--- config.mk ---
export PLATFORM = sky130hd
export DESIGN_NAME = mqe_decoder_flat
export DESIGN_NICKNAME = d
export VERILOG_FILES = /design/src/rtl/mqe_pkg.sv /design/src/rtl/mqe_link_if.sv /design/src/rtl/mqe_decoder.sv /design/src/rtl/mqe_sync2.sv /design/src/flat_wrapper.sv
export VERILOG_INCLUDE_DIRS = /design/src /design/src/rtl
export SDC_FILE = /design/constraint.sdc
export NUM_CORES = 1
export LEC_CHECK = 0
export CORE_MARGIN = 1.5
export CORE_UTILIZATION = 35
export DETAILED_ROUTE_END_ITERATION = 10
export DONT_BUFFER_PORTS = 1
export GPL_ROUTABILITY_DRIVEN = 1
export PLACE_DENSITY = 0.49
export SYNTH_ARGS = -nofsm -noshare
export SYNTH_HDL_FRONTEND = slang
export SYNTH_SLANG_ARGS = --single-unit
--- constraint.sdc ---
create_clock -name sys_clk -period 13.9 [get_ports sys_clk]
set_clock_uncertainty 0.05 [all_clocks]
set_input_delay 1.39 -clock sys_clk [delete_from_list [all_inputs] [get_ports sys_clk]]
set_output_delay 1.39 -clock sys_clk [all_outputs]
set_load 0.01 [all_outputs]
--- src/rtl/mqe_map.svh ---
`ifndef MQE_MAP_SVH
`define MQE_MAP_SVH

`define MQE_CLK_MHZ        100
`define MQE_CPR            1024
`define MQE_ANGLE_W        12
`define MQE_REFRESH_US     4000
`define MQE_REFRESH_CYC    (`MQE_REFRESH_US * `MQE_CLK_MHZ)
`define MQE_PW_MIN_CYC     1
`define MQE_PW_SCALE       96
`define MQE_LOST_US        10000
`define MQE_LOST_CYC       (`MQE_LOST_US * `MQE_CLK_MHZ)
`define MQE_CNT_RST        32'h0000_0000

`endif

--- src/rtl/mqe_pkg.sv ---
`include "mqe_map.svh"

package mqe_pkg;
  typedef logic [`MQE_ANGLE_W-1:0] mqe_angle_t;
  typedef logic [31:0]             mqe_count_t;
  typedef enum logic [2:0]
  {
    MQE_PW_IDLE = 3'b001,
    MQE_PW_HIGH = 3'b010,
    MQE_PW_LOW  = 3'b100
  } mqe_pw_state_t;
endpackage

--- src/rtl/mqe_link_if.sv ---
`timescale 1ns/1ns
`default_nettype none

interface mqe_link_if;
  logic quad_a;
  logic quad_b;
  logic pw_out;

  modport encoder
  (
    output quad_a,
    output quad_b,
    output pw_out
  );

  modport decoder
  (
    input quad_a,
    input quad_b,
    input pw_out
  );
endinterface

`default_nettype wire

--- src/rtl/mqe_decoder.sv ---
`timescale 1ns/1ns
`default_nettype none
`include "mqe_map.svh"

module mqe_decoder
  import mqe_pkg::*;
#(
  parameter int LOST_CYC = `MQE_LOST_CYC
)
(
  input  wire logic                sys_clk,
  input  wire logic                rst_n,
  mqe_link_if.decoder              link,
  input  wire logic                seed_req,
  output mqe_pkg::mqe_count_t      quad_count,
  output mqe_pkg::mqe_angle_t      pw_angle,
  output logic                     pw_valid,
  output logic                     sensor_lost
);
  import mqe_pkg::*;

  ////////////////////////////////////////////////////////////////////////
  // pins pass two flops before any logic reads them
  logic [2:0] pins_s;
  logic       a_s;
  logic       b_s;
  logic       pw_s;

  mqe_sync2 #(.W(3)) u_sync
  (
    .sys_clk (sys_clk),
    .rst_n   (rst_n),
    .d       ({link.quad_a, link.quad_b, link.pw_out}),
    .q       (pins_s)
  );

  assign a_s  = pins_s[2];
  assign b_s  = pins_s[1];
  assign pw_s = pins_s[0];

  ////////////////////////////////////////////////////////////////////////
  // quadrature counting
  logic [1:0] ab_q;
  logic       up;
  logic       dn;
  mqe_count_t count_q;
  logic       seed_ok;

  // last settled A/B pair, the reference for the next edge

  always_ff @(posedge sys_clk or negedge rst_n)
  begin
    if (!rst_n)
      ab_q <= 2'b00;
    else
      ab_q <= pins_s[2:1];
  end

  // A leads: up, B leads: down, both moving at once: ignored
  always_comb
  begin
    up = 1'b0;
    dn = 1'b0;
    case ({ab_q, a_s, b_s})
      4'h2: up = 1'b1;
      4'hb: up = 1'b1;
      4'hd: up = 1'b1;
      4'h4: up = 1'b1;
      4'h1: dn = 1'b1;
      4'h7: dn = 1'b1;
      4'he: dn = 1'b1;
      4'h8: dn = 1'b1;
      default:
      begin
        up = 1'b0;
        dn = 1'b0;
      end
    endcase
  end

  // seed only from a decoded value
  assign seed_ok = seed_req && pw_valid;

  always_ff @(posedge sys_clk or negedge rst_n)
  begin
    if (!rst_n)
      count_q <= `MQE_CNT_RST;
    else if (seed_ok)
      // load absolute angle as count, caller seeds only at rest
      count_q <= mqe_count_t'(pw_angle[`MQE_ANGLE_W-1:2]);
    else if (up)
      count_q <= count_q + 32'd1;
    else if (dn)
      count_q <= count_q - 32'd1;
  end
  // count follows every edge, the source for velocity at speed
  assign quad_count = count_q;

  ////////////////////////////////////////////////////////////////////////
  // pulse width timing
  mqe_pw_state_t st_q;
  logic [31:0]   width_q;
  logic [31:0]   idle_q;
  mqe_angle_t    angle_q;
  logic          valid_q;
  logic          lost_q;
  logic          pw_rise;
  logic          pw_fall;

  // pulse edges as the state machine sees them
  assign pw_rise = (st_q == MQE_PW_LOW) && pw_s;
  assign pw_fall = (st_q == MQE_PW_HIGH) && !pw_s;

  always_ff @(posedge sys_clk or negedge rst_n)
  begin
    if (!rst_n)
      st_q <= MQE_PW_IDLE;
    else
    begin
      case (st_q)
        // wait for pw_s low, which the synchronizer reset gives at the first edge, so a pulse cut by reset is timed
        MQE_PW_IDLE:
          if (!pw_s)
            st_q <= MQE_PW_LOW;
        MQE_PW_LOW:
          if (pw_s)
            st_q <= MQE_PW_HIGH;
        MQE_PW_HIGH:
          if (!pw_s)
            st_q <= MQE_PW_LOW;
        default:
          st_q <= MQE_PW_IDLE;
      endcase
    end
  end

  // high time in cycles, counted from the first high sample
  always_ff @(posedge sys_clk or negedge rst_n)
  begin
    if (!rst_n)
      width_q <= '0;
    else if (pw_rise)
      width_q <= 32'd1;
    else if (st_q == MQE_PW_HIGH && pw_s)
      width_q <= width_q + 32'd1;
  end

  // value taken only once the pulse has ended
  always_ff @(posedge sys_clk or negedge rst_n)
  begin
    if (!rst_n)
      angle_q <= '0;
    else if (pw_fall)
      angle_q <= mqe_angle_t'((width_q - 32'(`MQE_PW_MIN_CYC))
                              / 32'(`MQE_PW_SCALE));
  end

  // a fresh value wins over a loss flagged in the same cycle
  always_ff @(posedge sys_clk or negedge rst_n)
  begin
    if (!rst_n)
      valid_q <= 1'b0;
    else if (pw_fall)
      valid_q <= 1'b1;
    else if (lost_q)
      valid_q <= 1'b0;
  end

  ////////////////////////////////////////////////////////////////////////
  // no rising edge within the window marks sensor absent
  always_ff @(posedge sys_clk or negedge rst_n)
  begin
    if (!rst_n)
      idle_q <= '0;
    else if (pw_rise)
      idle_q <= '0;
    else if (idle_q < 32'(LOST_CYC - 1))
      idle_q <= idle_q + 32'd1;
  end

  always_ff @(posedge sys_clk or negedge rst_n)
  begin
    if (!rst_n)
      lost_q <= 1'b0;
    else if (pw_rise)
      lost_q <= 1'b0;
    else if (idle_q >= 32'(LOST_CYC - 1))
      lost_q <= 1'b1;
  end

  ////////////////////////////////////////////////////////////////////////
  assign pw_angle    = angle_q;
  assign pw_valid    = valid_q;
  assign sensor_lost = lost_q;
endmodule

`default_nettype wire

--- src/rtl/mqe_sync2.sv ---
`timescale 1ns/1ns
`default_nettype none

module mqe_sync2
#(
  parameter int W = 3
)
(
  input  wire logic         sys_clk,
  input  wire logic         rst_n,
  input  wire logic [W-1:0] d,
  output logic      [W-1:0] q
);
  logic [W-1:0] meta_q;

  always_ff @(posedge sys_clk or negedge rst_n)
  begin
    if (!rst_n)
    begin
      meta_q <= '0;
      q      <= '0;
    end
    else
    begin
      meta_q <= d;
      q      <= meta_q;
    end
  end
endmodule

`default_nettype wire

--- src/flat_wrapper.sv ---
// flat-port wrapper written by rule: the top's interface ports become plain ports
module mqe_decoder_flat import mqe_pkg::*;
#(
  parameter int LOST_CYC = `MQE_LOST_CYC
)
  (sys_clk, rst_n, seed_req, quad_count, pw_angle, pw_valid, sensor_lost, link_quad_a, link_quad_b, link_pw_out);
  mqe_link_if link_i ();
  input  wire logic sys_clk;
  input  wire logic rst_n;
  input  wire logic seed_req;
  output mqe_pkg::mqe_count_t quad_count;
  output mqe_pkg::mqe_angle_t pw_angle;
  output logic pw_valid;
  output logic sensor_lost;
  input wire logic [$bits(link_i.quad_a)-1:0] link_quad_a;
  input wire logic [$bits(link_i.quad_b)-1:0] link_quad_b;
  input wire logic [$bits(link_i.pw_out)-1:0] link_pw_out;
  assign link_i.quad_a = link_quad_a;
  assign link_i.quad_b = link_quad_b;
  assign link_i.pw_out = link_pw_out;
  mqe_decoder #(.LOST_CYC(LOST_CYC)) u_core (.sys_clk(sys_clk), .rst_n(rst_n), .link(link_i), .seed_req(seed_req), .quad_count(quad_count), .pw_angle(pw_angle), .pw_valid(pw_valid), .sensor_lost(sensor_lost));
endmodule
==> results.cfg <==
[critical_path]
critical_path_arrival_ns = 8.87
worstPathRequired_ns = 14.17
slowest_stage = nor2b_1
slowest_delay_ns = 0.76
cp-end-kind = flip-flop
startpoint_type = flip-flop
cp_max_fo = 17
path_buf_inv = 0
cp_top_family = simple AND/OR/NAND/NOR gates
path_cells = nor4_1 -> nor2b_1 -> nand4_1 -> xnor2_2 -> nand3_1 -> or2_1 -> o2111a_1 -> or2_1 -> and3_1 -> mux2i_1 -> a21oi_1 -> a311o_1 -> nor3_2 -> o221ai_1 -> a211o_1 -> o211a_1 -> a311o_1 -> o211ai_1 -> and3_1 -> mux2i_1 -> a41oi_2 -> or2_1 -> mux2i_1 -> o41ai_2
critPathKind = reg2reg

[placed_design]
place_area_mm2 = 0.00986
post-place-ws_ns = 5.37
place_congestion = 0.864
dpl.hpwl_um = 17100
numPortBuffers = 0
placedCellCount = 1488

[min_path]
hp-class = reg2reg

[global_routing]
grt_pass1_vias = 7771
grt_util_all_layers_pct = 17.3
grt_max_degree = 122
gr-total-overflow = 0
antenna_found_initial = 0
grt_pass1_wl_um = 40600

[finish]
nets = 1206
diodes = 0
fin_area_mm2 = 0.0105
drive_gt1_share_pct = 6.62
area_growth_pct = 8.06
fin_cells = 1520

[floorplanning]
rows = 60
start_util_pct = 35.8
io_pins = 52
die_w_um = 169
die-area_mm2 = 0.0286
core-area_mm2 = 0.0270
die_h_um = 169

[logic_synthesis]
ys.warnings.count = 0
yosysSeqAreaShare_pct = 31.3
synthSimpleGateAreaFrac_pct = 27.7
yosys.area_share.xor_xnor_pct = 10.4
synth_top_family_by_area = simple AND/OR/NAND/NOR gates
syn_area_mm2 = 0.00967
synthDistinctLibCells = 96
synth_edf_count = 0
synthFlopType = dfrtp_1
syn_inst = 1207
async_reset_ff_share_pct = 100
synth_compound_area_share_pct = 19.1
synth_top_area_share_pct = 31.0
synth_nets = 1247
synth_seq_cells = 121
syn_area_per_cell_um2 = 8.02
muxShareOfSynthArea_pct = 2.34
synth_area_leaders = dfrtp_1 (31%), nand2_1 (5.7%), nor2_1 (5.5%)
synth_top_area_cell = dfrtp_1
synth_fa_ha_area_share_pct = 4.58

[timing]
final_hold_viol_count = 0
relSlewSlack_pct = 30.3
setup_violations = 0
tns_ns = 0
grt_setup_unrepaired = false
worst_slack_ns = 5.30
finalCriticalPeriod_ns = 8.60
finalMaxSlewViolations = 0
fmax_mhz = 116
min_period_over_period_pct = 61.9
worstMarginPinSlew_ns = 1.04

[route]
vias = 8375
wirelength_um = 24100
ant_nets = 0
viasPerCell = 5.51
initialDrtViolationCount = 653
drt-pass1-iter-count = 5
drcViolationCount = 0
wire_per_inst_um = 15.8

[clocking]
cts_buffer_depth = 2
ctsRootBufferMaster = clkbuf_16
cts_inserted_buffers = 17
cts.repair.resized = 0
clkSlewWorstSetupHoldPaths_ns = 0.06
cts_setup_buffers = 0
cts_tree = done
clock_sinks = 121
clk_latency_ns = 0.42
htree_levels = 4
hold_buffers = 0

[run]
cap_violations = 0

[status]
outcome = completed
registers in the layout (all words and copies together), names as in the netlist:
name,flops
u_core.pw_angle,12
u_core.ab_q,2
u_core.idle_q,32
u_core.st_q,3
u_core.pw_valid,1
u_core.sensor_lost,1
u_core.u_sync.q,3
u_core.width_q,32
u_core.u_sync.meta_q,3
u_core.quad_count,32
cell type report:
type	instances	area (um^2)
Timing Repair Buffer	8	60.1
Inverter	36	135
Sequential cell	121	3030
Fill cell	2780	16600
Clock inverter	14	164
Multi-Input combinational cell	982	6210
Clock buffer	18	429
Tap cell	341	427
synth_stat cells (all sizes together), types with 4 or more instances:
library cell / count
or2: 10
nor2: 142
xnor2: 61
o21a: 7
a41oi: 4
ha: 33
nor4: 21
nand4: 27
inv: 36
buf: 28
a21boi: 6
o31ai: 7
nand3: 41
a311oi: 5
xor2: 52
nand2: 147
or3b: 5
clkbuf: 40
o21ai: 62
o211ai: 11
mux2i: 17
o41ai: 5
a31oi: 15
or3: 25
o22ai: 5
nand2b: 10
o2111ai: 5
and2: 5
or4: 12
nor3: 35
nor2b: 23
and3: 20
dfrtp: 120
a21oi: 85
o311ai: 4
a211oi: 10
per-stage QoR:
stage               util [%]  hold WS, ns
floorplan                  -        0.281
global placement        36.5        0.332
detailed placement      36.5        0.333
CTS                     38.7        0.350
global route            38.7        0.360
finish                  38.7        0.335
per-layer routing:
metal / track usage, % / wire (um) / up-vias
li1: - / - / 4278
met5: 0 / 0 / -
met3: 3.59 / 937 / 14
met4: 3.69 / 184 / 0
met1: 25.0 / 12300 / 3935
met2: 26.6 / 10700 / 148
kinds of logic (layout without fill, tap and decap cells):
group / Yosys count / in the layout
muxes: 21 / 21
DFF: 121 / 121
AOI/OAI and AO/OA: 276 / 276
buffers and inverters: 104 / 76
adders and majority gates: 35 / 35
and+or+nand+nor: 537 / 537
xor gates and xnor gates: 113 / 113
cells in the final DEF (no fill, tap or decap), types with 10 or more instances in the layout:
cell	Yosys	final
nand2b_1	10	10
o21ai_0	58	58
dfrtp_1	120	120
and3_1	19	19
o211ai_1	11	11
mux2i_1	17	17
nand4_1	27	27
a21oi_1	85	85
xor2_1	52	52
nand2_1	146	146
nor2_1	141	141
nor4_1	17	17
a31oi_1	14	14
inv_1	36	36
nor3_1	34	34
or3_1	24	24
xnor2_1	59	59
nor2b_1	23	23
nand3_1	41	41
clkbuf_16	0	17
ha_1	33	33
worst paths after layout:
path                                              startpoint                           endpoint  slack [ns]  cells past startpoint
hold / removal             u_core.u_sync.meta_q[1]$_DFF_PN0_       u_core.u_sync.q[1]$_DFF_PN0_        0.34                      0
max in group asynchronous                              rst_n         u_core.st_q[0]$_DFFE_PN1P_       12.94                      0
hold reg to reg            u_core.u_sync.meta_q[1]$_DFF_PN0_       u_core.u_sync.q[1]$_DFF_PN0_        0.34                      0
setup reg to reg              u_core.width_q[13]$_DFFE_PN0P_     u_core.pw_angle[1]$_DFFE_PN0P_        5.30                     24
min in group asynchronous                              rst_n  u_core.quad_count[22]$_DFFE_PN0P_        0.61                      0
setup / recovery              u_core.width_q[13]$_DFFE_PN0P_     u_core.pw_angle[1]$_DFFE_PN0P_        5.30                     24
Power is left out: the tool's default activity adds up to more than one toggle a clock period on the data nets, which glitch-free logic cannot reach.
